<file path="src/hw/lprtc_map.vh">
// Register offsets, field positions, reset values and timing counts
// for the low power real-time counter. Included by the design file.
`ifndef LPRTC_MAP_VH
`define LPRTC_MAP_VH

// Task registers, write 1 to trigger
`define LPRTC_TASK_START 12'h000
`define LPRTC_TASK_STOP 12'h004
`define LPRTC_TASK_CLEAR 12'h008
`define LPRTC_TASK_NEAR_WRAP 12'h00c
// Event flags, write 0 to clear
`define LPRTC_EVT_TICK 12'h100
`define LPRTC_EVT_WRAP 12'h104
`define LPRTC_EVT_MATCH_BASE 12'h140
// Event routing enable, direct, set and clear views
`define LPRTC_ROUTE 12'h340
`define LPRTC_ROUTE_SET 12'h344
`define LPRTC_ROUTE_CLR 12'h348
`define LPRTC_COUNT 12'h504
`define LPRTC_DIVIDER 12'h508
`define LPRTC_MATCH_BASE 12'h540
`define LPRTC_STATUS 12'h600

// Routing enable fields
`define LPRTC_ROUTE_TICK_BIT 0
`define LPRTC_ROUTE_WRAP_BIT 1
`define LPRTC_ROUTE_MATCH_LSB 16
// Status fields
`define LPRTC_STAT_RUN_BIT 0
`define LPRTC_STAT_PEND_BIT 1

// Sizes and values
`define LPRTC_NUM_MATCH 4
`define LPRTC_COUNT_W 24
`define LPRTC_DIV_W 12
`define LPRTC_DIV_MAX 12'hfff
`define LPRTC_NEAR_WRAP_VAL 24'hfffff0
`define LPRTC_COUNT_TOP 24'hffffff
`define LPRTC_ROUTE_RST 32'h00000000
`define LPRTC_DIV_RST 12'h000

// Timing: slow clock period in ns, bus clock period in ps
`define LPRTC_SLOW_PERIOD_PS 30517
`define LPRTC_CORE_PERIOD_PS 40000
`define LPRTC_READ_STALL_CYC 3

`endif

</file>
<file path="src/hw/lprtc_top.v">
// Low power real-time counter: 24-bit count on a divided slow clock,
// tick, wrap and match events, delayed tasks and a stalling count read.
// Assumes the slow clock arrives as a plain pin and a simple strobe bus.
//
// Our own choices: the placing of the registers and the address-and-strobe port.
`timescale 1ns/1ps
`include "lprtc_map.vh"

// Summary of operation
// Count when countdown zero, then reload countdown
// Twelve-bit divider, zero gives slow clock rate
// Tick event per increment, off after reset
// Near-wrap task loads count 0xfffff0
// Wrap event on roll to zero, off
// Route enable gates each event and wake
// Clear with match zero gives no event
// Start at matching count gives no event
// Match event when count steps onto value
// Writing count plus two always matches
// Writing count or count plus one may miss
// Old near value may still match once
// Old far value never matches after rewrite
// Tasks act after slow falling then rising edge
// Start: first increment divider plus one slow periods later
// Software waits first tick to confirm running
// Near-wrap while stopped requests the slow clock
// Count captured from counting register on read
// Count read lowers ready three cycles
// Count read takes five cycles total
// Start, clear, near-wrap reload the countdown
// Divider writes ignored while running
// Clear zeroes count, stop holds count
module lprtc_top (
	input wire core_clk_i,
	input wire reset_n_i,
	input wire clk_en_i,
	input wire slow_clock_i,
	input wire [11:0] addr_i,
	input wire [31:0] wr_data_i,
	input wire wr_strobe_i,
	input wire rd_strobe_i,
	output reg [31:0] rd_data_o,
	output wire bus_ready_o,
	output wire slow_clock_req_o,
	output wire fast_clock_req_o,
	output reg tick_pulse_o,
	output reg wrap_pulse_o,
	output reg [3:0] match_pulse_o
);

////////////////////////////////////////////////////////////////////////////////
// Reset release and slow clock sampling

reg [1:0] rst_sync;
wire rst_n;
reg [2:0] slow_smp;
reg slow_lvl;
wire slow_agree;
wire slow_rise;
wire slow_fall;

always @(posedge core_clk_i or negedge reset_n_i) begin
	if (!reset_n_i) begin
		rst_sync <= 2'h0;
	end else begin
		rst_sync <= {rst_sync[0], 1'b1};
	end
end
assign rst_n = rst_sync[1];

always @(posedge core_clk_i or negedge rst_n) begin
	if (!rst_n) begin
		slow_smp <= 3'h0;
		slow_lvl <= 1'b0;
	end else if (clk_en_i) begin
		slow_smp <= {slow_smp[1:0], slow_clock_i};
		if (slow_agree) begin
			slow_lvl <= slow_smp[2];
		end
	end
end
// Only the second and third stages are compared
assign slow_agree = (slow_smp[1] == slow_smp[2]);
assign slow_rise = slow_agree && slow_smp[2] && !slow_lvl;
assign slow_fall = slow_agree && !slow_smp[2] && slow_lvl;

////////////////////////////////////////////////////////////////////////////////
// Bus decode helpers

function is_match_addr;
	input [11:0] a;
	input [11:0] base;
	begin
		is_match_addr = (a[11:4] == base[11:4]);
	end
endfunction

wire wr_task = wr_strobe_i && wr_data_i[0];
wire do_start = wr_task && (addr_i == `LPRTC_TASK_START);
wire do_stop = wr_task && (addr_i == `LPRTC_TASK_STOP);
wire do_clear = wr_task && (addr_i == `LPRTC_TASK_CLEAR);
wire do_near = wr_task && (addr_i == `LPRTC_TASK_NEAR_WRAP);
wire [1:0] match_idx = addr_i[3:2];

////////////////////////////////////////////////////////////////////////////////
// Task hand-over: each task waits for a slow falling then rising edge

reg pend_start;
reg pend_stop;
reg pend_clear;
reg pend_near;
reg seen_fall;
reg running;
wire any_pend = pend_start | pend_stop | pend_clear | pend_near;
wire apply_tasks = any_pend && seen_fall && slow_rise;

always @(posedge core_clk_i or negedge rst_n) begin
	if (!rst_n) begin
		pend_start <= 1'b0;
		pend_stop <= 1'b0;
		pend_clear <= 1'b0;
		pend_near <= 1'b0;
		seen_fall <= 1'b0;
	end else if (clk_en_i) begin
		// A task arriving in the applying cycle waits for the next edge pair
		pend_start <= do_start | (pend_start & !apply_tasks);
		pend_stop <= do_stop | (pend_stop & !apply_tasks);
		pend_clear <= do_clear | (pend_clear & !apply_tasks);
		pend_near <= do_near | (pend_near & !apply_tasks);
		if (!any_pend || apply_tasks) begin
			seen_fall <= 1'b0;
		end else if (slow_fall) begin
			seen_fall <= 1'b1;
		end
	end
end

// Keeps the slow clock alive while counting or while a task waits
assign slow_clock_req_o = running | any_pend;

////////////////////////////////////////////////////////////////////////////////
// Divider, count and routing state

reg [11:0] divider;
reg [11:0] divider_countdown;
reg [23:0] count;
reg [31:0] event_route_enable;
reg [23:0] match_value_reg [0:3];
reg ev_tick;
reg ev_wrap;
reg [3:0] ev_match;

wire step = running && slow_rise && !apply_tasks;
wire incr = step && (divider_countdown == 12'h000);
wire [23:0] next_count = count + 24'h000001;
wire route_tick = event_route_enable[`LPRTC_ROUTE_TICK_BIT];
wire route_wrap = event_route_enable[`LPRTC_ROUTE_WRAP_BIT];
wire fire_tick = incr && route_tick;
wire fire_wrap = incr && route_wrap && (count == `LPRTC_COUNT_TOP);
wire [3:0] fire_match;

// Divider is locked while running
always @(posedge core_clk_i or negedge rst_n) begin
	if (!rst_n) begin
		divider <= `LPRTC_DIV_RST;
	end else if (clk_en_i && wr_strobe_i && (addr_i == `LPRTC_DIVIDER) && !running) begin
		divider <= wr_data_i[11:0];
	end
end

always @(posedge core_clk_i or negedge rst_n) begin
	if (!rst_n) begin
		running <= 1'b0;
		count <= 24'h000000;
		divider_countdown <= `LPRTC_DIV_RST;
	end else if (clk_en_i) begin
		if (apply_tasks) begin
			if (pend_stop) begin
				running <= 1'b0;
			end else if (pend_start) begin
				running <= 1'b1;
			end
			if (pend_near) begin
				count <= `LPRTC_NEAR_WRAP_VAL;
			end else if (pend_clear) begin
				count <= 24'h000000;
			end
			if (pend_start | pend_clear | pend_near) begin
				divider_countdown <= divider;
			end
		end else if (incr) begin
			count <= next_count;
			divider_countdown <= divider;
		end else if (step) begin
			divider_countdown <= divider_countdown - 12'h001;
		end
	end
end

// Only increments compare, so clear and start never match
generate
	genvar gi;
	for (gi = 0; gi < 4; gi = gi + 1) begin : g_match
		assign fire_match[gi] = incr && event_route_enable[`LPRTC_ROUTE_MATCH_LSB + gi]
			&& (next_count == match_value_reg[gi]);
		always @(posedge core_clk_i or negedge rst_n) begin
			if (!rst_n) begin
				match_value_reg[gi] <= 24'h000000;
			end else if (clk_en_i && wr_strobe_i
				&& is_match_addr(addr_i, `LPRTC_MATCH_BASE) && (match_idx == gi)) begin
				// New value takes effect after the write edge: an old value can still match in the write cycle
				match_value_reg[gi] <= wr_data_i[23:0];
			end
		end
	end
endgenerate

always @(posedge core_clk_i or negedge rst_n) begin
	if (!rst_n) begin
		event_route_enable <= `LPRTC_ROUTE_RST;
	end else if (clk_en_i && wr_strobe_i) begin
		if (addr_i == `LPRTC_ROUTE) begin
			event_route_enable <= wr_data_i;
		end else if (addr_i == `LPRTC_ROUTE_SET) begin
			event_route_enable <= event_route_enable | wr_data_i;
		end else if (addr_i == `LPRTC_ROUTE_CLR) begin
			event_route_enable <= event_route_enable & ~wr_data_i;
		end
	end
end

////////////////////////////////////////////////////////////////////////////////
// Event flags: hardware set wins over a software clear

wire clr_ev = wr_strobe_i && !wr_data_i[0];

always @(posedge core_clk_i or negedge rst_n) begin
	if (!rst_n) begin
		ev_tick <= 1'b0;
		ev_wrap <= 1'b0;
		ev_match <= 4'h0;
		tick_pulse_o <= 1'b0;
		wrap_pulse_o <= 1'b0;
		match_pulse_o <= 4'h0;
	end else if (clk_en_i) begin
		tick_pulse_o <= fire_tick;
		wrap_pulse_o <= fire_wrap;
		match_pulse_o <= fire_match;
		if (fire_tick) begin
			ev_tick <= 1'b1;
		end else if (clr_ev && (addr_i == `LPRTC_EVT_TICK)) begin
			ev_tick <= 1'b0;
		end
		if (fire_wrap) begin
			ev_wrap <= 1'b1;
		end else if (clr_ev && (addr_i == `LPRTC_EVT_WRAP)) begin
			ev_wrap <= 1'b0;
		end
		if (clr_ev && is_match_addr(addr_i, `LPRTC_EVT_MATCH_BASE)) begin
			ev_match <= (ev_match & ~(4'h1 << match_idx)) | fire_match;
		end else begin
			ev_match <= ev_match | fire_match;
		end
	end
end

// Disabled events never wake the bus clock or the fast clock source
assign fast_clock_req_o = tick_pulse_o | wrap_pulse_o | (|match_pulse_o);

////////////////////////////////////////////////////////////////////////////////
// Read path and count read stall

reg [1:0] stall_cnt;
reg [31:0] next_rd;

// Ready falls for three cycles after a count read
always @(posedge core_clk_i or negedge rst_n) begin
	if (!rst_n) begin
		stall_cnt <= 2'h0;
	end else if (clk_en_i) begin
		if (rd_strobe_i && (addr_i == `LPRTC_COUNT)) begin
			// Stall length lives in the map; bench and checker hard-code the same 3
			stall_cnt <= `LPRTC_READ_STALL_CYC;
		end else if (stall_cnt != 2'h0) begin
			stall_cnt <= stall_cnt - 2'h1;
		end
	end
end
assign bus_ready_o = (stall_cnt == 2'h0);

always @* begin
	next_rd = 32'h00000000;
	if (addr_i == `LPRTC_COUNT) begin
		next_rd = {8'h00, count};
	end else if (addr_i == `LPRTC_DIVIDER) begin
		next_rd = {20'h00000, divider};
	end else if (addr_i == `LPRTC_EVT_TICK) begin
		next_rd = {31'h00000000, ev_tick};
	end else if (addr_i == `LPRTC_EVT_WRAP) begin
		next_rd = {31'h00000000, ev_wrap};
	end else if (is_match_addr(addr_i, `LPRTC_EVT_MATCH_BASE)) begin
		next_rd = {31'h00000000, ev_match[match_idx]};
	end else if (is_match_addr(addr_i, `LPRTC_MATCH_BASE)) begin
		next_rd = {8'h00, match_value_reg[match_idx]};
	end else if ((addr_i == `LPRTC_ROUTE) || (addr_i == `LPRTC_ROUTE_SET)
		|| (addr_i == `LPRTC_ROUTE_CLR)) begin
		next_rd = event_route_enable;
	end else if (addr_i == `LPRTC_STATUS) begin
		next_rd = {30'h00000000, any_pend, running};
	end
end

// Data stands one cycle only; unmapped addresses read zero
always @(posedge core_clk_i or negedge rst_n) begin
	if (!rst_n) begin
		rd_data_o <= 32'h00000000;
	end else if (clk_en_i) begin
		rd_data_o <= rd_strobe_i ? next_rd : 32'h00000000;
	end
end

endmodule

</file>
<file path="config.mk">
export PLATFORM = sky130hd
export DESIGN_NAME = lprtc_top
export DESIGN_NICKNAME = d
export VERILOG_FILES = /design/src/hw/lprtc_top.v
export VERILOG_INCLUDE_DIRS = /design/src /design/src/hw
export SDC_FILE = /design/constraint.sdc
export NUM_CORES = 1
export LEC_CHECK = 0
export BUFFER_PORTS_ARGS = -buffer_cell sky130_fd_sc_hd__buf_2
export CAP_MARGIN = 20
export CORE_MARGIN = 4
export CORE_UTILIZATION = 60
export CTS_CLUSTER_DIAMETER = 200
export DETAILED_ROUTE_END_ITERATION = 16
export PLACE_DENSITY_LB_ADDON = 0.1
export SYNTH_ARGS = -nofsm -noshare
export SYNTH_HDL_FRONTEND = slang
export SYNTH_SLANG_ARGS = --single-unit
</file>
<file path="constraint.sdc">
create_clock -name core_clk_i -period 10.88 [get_ports core_clk_i]
set_input_delay 1.088 -clock core_clk_i [delete_from_list [all_inputs] [get_ports core_clk_i]]
set_output_delay 1.088 -clock core_clk_i [all_outputs]
set_load 0.02 [all_outputs]
</file>
==> reports/qor.txt, run 1 <==
Power share of the clock group: 49.4%
WL final: 43.2 mm
Slew headroom: 23.9%
Fin cells: 1,607
Period minus WS final: 3.98 ns
Least-Margin Pin Slew: 1.14 ns
Outcome: finished clean
Setup Fix Bufs, Post-CTS: 0
Ports: 91
Hold Fails Final Rpt: 0
Fin Setup TNS: 0 ns
Seq pwr share: 45.8%
Initial antenna violation count: 0
Via count: 11,195
Synth top area cells: dfrtp_1 (44%), mux2_2 (9.4%), xnor2_1 (5.1%)
#FFs+latches synth: 234
Share of the synthesized area in the top cell type: 44.2%
Clk buf depth: 3
Net Sw Frac: 22.8%
DR iter-0 viols: 1,131
Die Y: 157 um
Maxcap violations: 0
TritonCTS Buffers: 26
Core area: 21,800 um^2
Post-synth EDFFs: 0
Cell variety after synth: 74
Top FF cell, synth: dfrtp_1
DP HPWL: 29.6 mm
RSZ-0062 raised after global routing: false
Nets: 1,364
Global-route wire length before repair: 66.4 mm
GRT Total Usage: 35.2%
Initial Utilization: 60.9%
GRT overflow: 0
DIE AREA: 24,500 um^2
Syn Inst Count: 1,264
Sink Count: 234
Vias in the first global route: 10,909
Crit Path Class: reg2reg
CTS clk-pin slew, worst paths: 0.06 ns
Final GP Congestion: 1.06
FP Rows: 54
Final Cycle Share: 36.6%
# port buffers: 90
H-tree depth: 1
Hold Crit Class: in2async
Peak VDD IR: 121 uV
Final setup fails: 0
Hold-fix buffers, CTS: 0
Die Width: 157 um
CTS tree: yes
Avg Synthesized Cell Area: 10.5 um^2
Router iterations before antenna repair: 5
Ys Warns: 0
Area grow syn2layout: 11.8%
Via density per instance: 6.97
Placed cells: 1,559
Gate power share: 4.7%
Fraction of registers with async set/reset: 100%
Worst skew pair latency: 0.55 ns
Fraction of layout cells with a size suffix above 1: 23.4%
Post-CTS Resized: 0
Psw: 0.444 mW
Clock Skew: 0.0135 ns
Post-Syn Area: 13,300 um^2
Critical path capture point type: register
Fmax achieved: 0.251 GHz
Synth Net Count: 1,319
Leak: 6.57 nW
CP max FO: 14
Int Pwr: 1.51 mW
CP startpoint kind: register
Required time worst endpoint: 11.36 ns
Filler cell count in the final layout: 1,705
Max-slew violation count: 0
P per Cell Area: 132 nW/um^2
CTS Root Cell: clkbuf_16
Final antenna-violating net count: 0
Largest net degree at the start of global routing: 166
Routed len/inst: 26.9 um
Yosys top cell by area: dfrtp_1
Worst Path Arrival: 4.46 ns
Number of diodes: 0
Remaining DRCs: 0
Seq/Total Area, Yosys: 44.2%
==> cells in the mapped netlist (10+ instances only) <==
cell type / number
a21oi_1: 53
a221oi_1: 13
a22o_1: 56
a22oi_1: 29
a31oi_1: 16
and3_1: 11
buf_1: 11
buf_2: 10
clkbuf_1: 70
dfrtp_1: 234
inv_1: 24
mux2_2: 111
mux4_2: 25
nand2_1: 63
nand3_1: 37
nand4_1: 20
nor2_1: 59
nor2b_1: 10
nor3_1: 22
nor3b_1: 10
nor4_1: 14
o21ai_0: 108
o2bb2ai_1: 11
xnor2_1: 77
xor2_1: 29
==> metrics by stage <==
stage	cell area [um^2]	hold WS, ns	power [mW]	setup WS (ns)	utilization (%)
2_1_floorplan	13300	0.331	0.962	3.88	-
3_3_place_gp	13900	0.344	0.998	6.72	63.7
3_5_place_dp	13900	0.346	1.00	6.58	63.7
4_1_cts	14800	0.311	1.96	7.00	68.0
5_1_grt	14800	0.311	2.00	6.70	68.1
6_report	14800	0.318	1.95	6.90	68.1
==> power by group through the flow <==
stage	registers, mW	logic [mW]	clock network (mW)
3_3_place_gp	0.909	0.0885	0
5_1_grt	0.895	0.103	1.01
4_1_cts	0.894	0.0920	0.970
3_5_place_dp	0.910	0.0914	0
2_1_floorplan	0.915	0.0469	0
6_report	0.894	0.0917	0.964
==> path summary, 6_finish.rpt <==
kind | start | end | slack, ns | cells past startpoint
max | count[6] | ev_match[3] | 6.90 | 8
min reg2reg | rst_sync[0] | rst_sync[1] | 0.36 | 0
min in group core_clk_i | rst_sync[0] | rst_sync[1] | 0.36 | 0
min | reset_n_i | rst_sync[0] | 0.32 | 1
max reg2reg | count[6] | ev_match[3] | 6.90 | 8
max in group asynchronous | rst_sync[1] | rd_data_o[22] | 8.97 | 1
==> area by class of cell <==
cell class / count / area, um^2 / share of cell area (%)
multi-input combinational: 911 / 6950 / 46.9
sequential: 234 / 5860 / 39.5
clock buffer: 36 / 778 / 5.25
timing repair buffer: 112 / 628 / 4.24
tap: 280 / 350 / 2.36
clock inverter: 10 / 164 / 1.11
inverter: 24 / 90.1 / 0.608
==> kinds of logic after synthesis <==
kind of cell | Yosys count | synth area share, %
flops | 234 | 44.2
mux | 137 | 13.8
fa+ha+maj | 6 | 0.547
other cells | 1 | 0.0283
compound gates | 357 | 18.2
xor+xnor | 106 | 7.00
simple gates | 304 | 12.7
buf+inv | 119 | 3.61
==> routing by layer <==
layer,track usage (%),vias up,share of wire (%)
met3,7.49,132,9.9
met1,49.9,5577,41
met5,0,-,0
met2,53.5,641,45
li1,-,4845,-
met4,14.0,0,4.5
==> placed cells by master (no fill, tap or decap), types with 37 or more instances in the layout <==
cell type  count
mux2_2       111
a22o_1        56
buf_2         90
nand3_1       37
nor2_1        59
o21ai_0      108
a21oi_1       52
xnor2_1       77
nand2_1       63
dfrtp_1      233
==> critical path: stages (launching register included) <==
cell and delay [ns]:
dfrtp_1 0.75, nand4_2 0.38, nor4_4 0.64, nand4_1 0.52, xor2_1 0.37, xnor2_1 0.14, or4_1 0.54, nor4_2 0.40
nand2b_1 0.16
No activity file was read; power rests on OpenSTA's default activity.
==> run 2, diff against run 1 <==
--- a/config.mk
+++ b/config.mk
@@ -6,6 +6,7 @@
 export SDC_FILE = /design/constraint.sdc
 export NUM_CORES = 1
 export LEC_CHECK = 0
+export ABC_AREA = 1
 export BUFFER_PORTS_ARGS = -buffer_cell sky130_fd_sc_hd__buf_2
 export CAP_MARGIN = 20
 export CORE_MARGIN = 4
==> constraint.sdc (replaced) <==
create_clock -name core_clk_i -period 3.9 [get_ports core_clk_i]
set_input_delay 0.39 -clock core_clk_i [delete_from_list [all_inputs] [get_ports core_clk_i]]
set_output_delay 0.39 -clock core_clk_i [all_outputs]
set_load 0.02 [all_outputs]
==> reports/qor.txt, run 2 <==
Fraction of layout cells with a size suffix above 1: 12.4% (-11 points)
GRT Total Usage: 35.4% (+0.17 points)
Number of diodes: 0 (unchanged)
Fin cells: 2,052 (+28%)
Fraction of registers with async set/reset: 100% (unchanged)
Worst Path Buf+Inv: 2 (+2)
Worst skew pair latency: 0.54 ns (about the same)
Vias in the first global route: 12,130 (+11%)
Top FF cell, synth: dfrtp_1
Global-route wire length before repair: 66.8 mm (+0.56%)
H-tree depth: 1 (unchanged)
Clk buf depth: 3 (unchanged)
Hold Startpoint: slow_clock_i
List of most frequent post-synthesis cells: nand2_1 (470), o21ai_0 (245), dfrtp_1 (234), inv_1 (167), nand3_1 (100)
Worst R2R Start: divider_countdown[0]
Seq/Total Area, Yosys: 45.5% (+1.4 points)
DIE AREA: 23,800 um^2 (-2.9%)
Via count: 12,556 (+12%)
FP Rows: 53 (-1.9%)
Peak VDD IR: 366 uV (+200%)
Yosys top cell by area: dfrtp_1
Routed len/inst: 20.5 um (-24%)
CP max FO: 25 (+11)
Core area: 21,000 um^2 (-3.4%)
Initial Utilization: 61.2% (+0.22 points)
Syn Inst Count: 1,684 (+33%)
Router iterations before antenna repair: 6 (+1)
Largest net degree at the start of global routing: 96 (-42%)
Most frequent cell after synthesis: nand2_1
Final GP Congestion: 0.998 (-5.9%)
Die Y: 154 um (-1.4%)
Slew headroom: 25.8% (+1.9 points)
Hold Crit Class: in2reg
Fmax achieved: 0.363 GHz (+44%)
Max-slew violation count: 0 (unchanged)
Grt met1 use: 49.5% (-0.42 points)
Commonest cells after routing, fill and taps aside: nand2_1 (470), o21ai_0 (245), dfrtp_1 (233), inv_1 (167), nand3_1 (100)
Routing usage on met2: 52.3% (-1.2 points)
Final antenna-violating net count: 0 (unchanged)
CTS clk-pin slew, worst paths: 0.06 ns (about the same)
Post-synth EDFFs: 0 (unchanged)
Required time worst endpoint: 4.28 ns (-7.08 ns)
M3 GR Usage: 12.0% (+4.5 points)
Leak: 7.21 nW (+9.7%)
Share of the synthesized area in the top cell type: 45.5% (+1.4 points)
Fin Hold WS: 0.0806 ns (-0.237 ns)
Ports: 91 (unchanged)
Period minus WS final: 2.76 ns (-1.22 ns)
Commonest non-fill, non-tap cell in the layout: nand2_1
Fin Setup TNS: 0 ns (unchanged)
RSZ-0062 raised after global routing: false
Avg Synthesized Cell Area: 7.63 um^2 (-27%)
GRT overflow: 0 (unchanged)
Worst Path Arrival: 3.14 ns (-1.32 ns)
Clock Skew: 0.0118 ns (-0.00170 ns)
Placed cells: 2,003 (+28%)
Reg area: 5860 um^2 (unchanged)
Critical Path Start: divider_countdown[0]
TritonCTS Buffers: 26 (unchanged)
Die Width: 154 um (-1.4%)
Critical-path top delay cell: dfrtp_1
Area grow syn2layout: 12.6%
Nets: 1,812 (+33%)
Final setup fails: 0 (unchanged)
Area of the multi-input gates: 6080 um^2 (-12%)
# port buffers: 90 (unchanged)
Hold Fails Final Rpt: 0 (unchanged)
Maxcap violations: 0 (unchanged)
Cells along the critical path: inv_1, ha_1, nand2_1, nor2_4, nand3_1, nor4_1, nand2_1, nand2_1, nand2_2, a21oi_1, buf_4, a22oi_1
Post-Syn Area: 12,900 um^2 (-3.0%)
Design Area, Final: 14,500 um^2 (-2.3%)
WL final: 42.1 mm (-2.6%)
P per Cell Area: 425 nW/um^2 (+220%)
Most used cell, CP: nand2_1
CP startpoint kind: register
Sink Count: 234 (unchanged)
Ys Warns: 0 (unchanged)
Outcome: finished clean
Critical path capture point type: register
CTS Root Cell: clkbuf_16
Via density per instance: 6.12 (-12%)
Filler cell count in the final layout: 1,851 (+8.6%)
Cell variety after synth: 51 (-31%)
CTS tree: yes
Crit Path Class: reg2reg
DP HPWL: 30.0 mm (+1.2%)
Setup Fix Bufs, Post-CTS: 0 (unchanged)
Remaining DRCs: 0 (unchanged)
Synth top area cells: dfrtp_1 (46%), nand2_1 (14%), o21ai_0 (9.5%)
Final Cycle Share: 70.7% (+34 points)
#FFs+latches synth: 234 (unchanged)
DR iter-0 viols: 1,436 (+27%)
Crit path largest cell delay: 0.35 ns (-0.40 ns)
Initial antenna violation count: 0 (unchanged)
Area post-placement: 13,600 um^2 (-2.2%)
CP top delay family: simple AND/OR/NAND/NOR gates
Least-Margin Pin Slew: 1.11 ns (-0.0290 ns)
Synth Net Count: 1,739 (+32%)
Global route hottest layer: met2
run 2: changes by cell type in the layout (fill, tap and decap cells not counted), sizes merged, moves of 56 or more:
cell,before,now
nand2,64,496
a22o,56,0
inv,24,173
nand3,37,104
xnor2,77,8
o21ai,109,258
mux2,111,0
run 2: worst reg2reg max path, stage by stage (launching register included):
cell and delay [ns]:
dfrtp_1 0.35, inv_1 0.12, ha_1 0.23, nand2_1 0.10, nor2_4 0.18, nand3_1 0.12, nor4_1 0.28, nand2_1 0.12
nand2_1 0.09, nand2_2 0.32, a21oi_1 0.28, buf_4 0.30, a22oi_1 0.12
run 2: per-stage QoR:
step           setup slack, ns  total power, mW  utilization, %
2_1_floorplan           0.0554             3.35               -
3_3_place_gp              1.14             3.57            64.5
3_5_place_dp              1.14             3.60            64.5
4_1_cts                   1.14             6.16            68.9
5_1_grt                  0.770             6.40            68.9
6_report                  1.14             6.15            68.9
run 2: report_power, final:
group	internal, mW	switching (mW)	leakage (nW)
registers	2.54	0.125	3.13
clock network	1.57	1.00	0.451
logic	0.306	0.605	3.63
run 2: worst paths after layout:
check	to	slack, ns	depth (start not counted)
max reg2reg	count[6]	1.14	12
min in group asynchronous	rst_sync[1]	0.17	2
min reg2reg	rst_sync[1]	0.35	0
max	count[6]	1.14	12
min	slow_smp[0]	0.08	3
max in group asynchronous	rd_data_o[14]	2.49	1
run 2: what timing repair did:
item,CTS,global route
hold buffers,1,0
setup endpoints to repair,0,0
gates resized for setup,0,0
endpoints found under the hold margin,2,0
run 2: logic make-up after synthesis:
family / count (synthesis) / synth area share, %
buffers and inverters: 240 / 7.23
DFF: 234 / 45.5
AOI/OAI and AO/OA: 408 / 18.4
xor gates and xnor gates: 30 / 2.04
other: 1 / 0.0292
adders and majority gates: 5 / 0.487
and+or+nand+nor: 766 / 26.3
run 2: area by class of cell:
type | instances | share of cell area, %
clock buffer | 37 | 5.34
clock inverter | 11 | 0.916
multi-input combinational | 1210 | 42.0
tap | 275 | 2.38
sequential | 234 | 40.5
inverter | 175 | 4.54
timing repair buffer | 110 | 4.34
run 2: routing by layer:
metal	routed length [um]	up-vias	share of wire, %
li1	-	5781	-
met1	17000	5951	40
met2	17800	703	42
met3	5670	121	13
met4	1610	0	3.8
met5	0	-	0
==> run 3, diff against run 2 <==
==> constraint.sdc (replaced) <==
create_clock -name core_clk_i -period 2.6 [get_ports core_clk_i]
set_input_delay 0.26 -clock core_clk_i [delete_from_list [all_inputs] [get_ports core_clk_i]]
set_output_delay 0.26 -clock core_clk_i [all_outputs]
set_load 0.02 [all_outputs]
==> reports/qor.txt, run 3 (synthesis gave the netlist of run 2 again) <==
Outcome: finished clean
RSZ-0062 raised after global routing: false
Global-route wire length before repair: 68.8 mm (+3.0%)
Worst skew pair latency: 0.53 ns (about the same)
CP startpoint kind: register
CTS clk-pin slew, worst paths: 0.06 ns (about the same)
Final Cycle Share: 91.2% (+20 points)
FP Rows: 53 (unchanged)
P per Cell Area: 631 nW/um^2 (+49%)
Final setup fails: 0 (unchanged)
Fin Hold WS: 0.0338 ns (-0.0468 ns)
Filler cell count in the final layout: 1,730 (-6.5%)
Core area: 21,000 um^2 (unchanged)
Slew headroom: 35.1% (+9.3 points)
H-tree depth: 1 (unchanged)
Vias in the first global route: 12,144 (+0.12%)
Ports: 91 (unchanged)
CTS Root Cell: clkbuf_16
Hold Fails Final Rpt: 0 (unchanged)
DIE AREA: 23,800 um^2 (unchanged)
Clock Skew: 0.00693 ns (-0.00486 ns)
# port buffers: 90 (unchanged)
Initial Utilization: 61.2% (unchanged)
Router iterations before antenna repair: 7 (+1)
Fin Setup TNS: 0 ns (unchanged)
Final GP Congestion: 1.00 (+0.50%)
Critical path capture point type: register
Maxcap violations: 0 (unchanged)
Commonest cells after routing, fill and taps aside: nand2_1 (470), o21ai_0 (245), dfrtp_1 (233), inv_1 (167), nand3_1 (100)
Setup Fix Bufs, Post-CTS: 0 (unchanged)
Die Y: 154 um (unchanged)
DR iter-0 viols: 1,327 (-7.6%)
Die Width: 154 um (unchanged)
Sink Count: 234 (unchanged)
Fraction of layout cells with a size suffix above 1: 13.7% (+1.3 points)
Peak VDD IR: 556 uV (+52%)
Crit Path Class: reg2reg
Remaining DRCs: 0 (unchanged)
WL final: 43.9 mm (+4.3%)
Leak: 7.39 nW (+2.6%)
Initial antenna violation count: 0 (unchanged)
Least-Margin Pin Slew: 0.968 ns (-0.144 ns)
Design Area, Final: 14,800 um^2 (+2.5%)
Hold Crit Class: in2reg
Fmax achieved: 0.422 GHz (+16%)
GRT overflow: 0 (unchanged)
Via count: 12,660 (+0.83%)
Final antenna-violating net count: 0 (unchanged)
DP HPWL: 31.9 mm (+6.4%)
Required time worst endpoint: 3.07 ns (-1.21 ns)
GRT Total Usage: 36.9% (+1.5 points)
Period minus WS final: 2.37 ns (-0.387 ns)
Area post-placement: 13,800 um^2 (+2.1%)
CP max FO: 5 (-80%)
Worst Path Arrival: 2.84 ns (-0.30 ns)
Commonest non-fill, non-tap cell in the layout: nand2_1
Nets: 1,847 (+1.9%)
Routed len/inst: 21.1 um (+2.8%)
TritonCTS Buffers: 25 (-3.8%)
Largest net degree at the start of global routing: 88 (-8.3%)
Max-slew violation count: 0 (unchanged)
Via density per instance: 6.08 (-0.67%)
CTS tree: yes
Clk buf depth: 3 (unchanged)
Area grow syn2layout: 15.4%
run 3: what timing repair did:
action	4_1_cts	5_1_grt
hold buffers	9	0
gates resized for setup	0	3
endpoints found under the setup margin	0	26
hold endpoints to repair	10	0
run 3: critical path, cell delays in order (launching register included):
cell	delay [ns]
dfrtp_1	0.46
nand2_1	0.15
nor2_1	0.18
nand2_1	0.15
nor2_1	0.18
nand3_1	0.27
nand2_2	0.22
xor2_1	0.16
nand3_1	0.09
nor2_1	0.21
nand3_1	0.15
nand2_1	0.08
run 3: path summary, 6_finish.rpt:
kind	from	to	slack, ns	cells after the start
max	count[5]	match_pulse_o[1]	0.23	11
min	wr_data_i[16]	register	0.03	4
max reg2reg	count[5]	match_pulse_o[1]	0.23	11
min reg2reg	rst_sync[0]	rst_sync[1]	0.37	0
max in group asynchronous	rst_sync[1]	rd_data_o[17]	1.77	1
min in group asynchronous	reset_n_i	rst_sync[0]	0.05	2
run 3: layout make-up:
| cell class | instances | area (um^2) | area share (%) |
|---|---|---|---|
| multi-input cells | 1210 | 6100 | 41.1 |
| inverters | 175 | 657 | 4.43 |
| repair buffers | 146 | 993 | 6.70 |
| clock inverters | 14 | 226 | 1.53 |
| diodes | 1 | 2.50 | 0.0169 |
| well taps | 275 | 344 | 2.32 |
| clock buffers | 28 | 657 | 4.43 |
| flip-flops and latches | 234 | 5860 | 39.5 |
run 3: where the power goes:
group | internal (mW) | switching [mW] | leakage [nW]
Combinational | 0.499 | 0.994 | 3.83
Clock | 2.40 | 1.50 | 0.437
Sequential | 3.81 | 0.159 | 3.13
Total | 6.71 | 2.66 | 7.39
run 3: per-stage QoR:
step	setup slack (ns)	cells	util (%)	power, mW
floorplan	0.238	1684	-	5.02
global placement	0.209	2031	65.9	5.41
detailed placement	0.185	2031	65.9	5.46
CTS	0.199	2082	70.5	9.36
global route	0.0202	2082	70.6	9.73
finish	0.230	2083	70.6	9.37
run 3: per-layer routing:
layer  vias up  track usage, %  wire, um
met4         0            12.4      1730
met3       112            9.74      5280
li1       5846               -         -
met5         -               0         0
met1      6012            53.0     18000
met2       690            55.0     18900
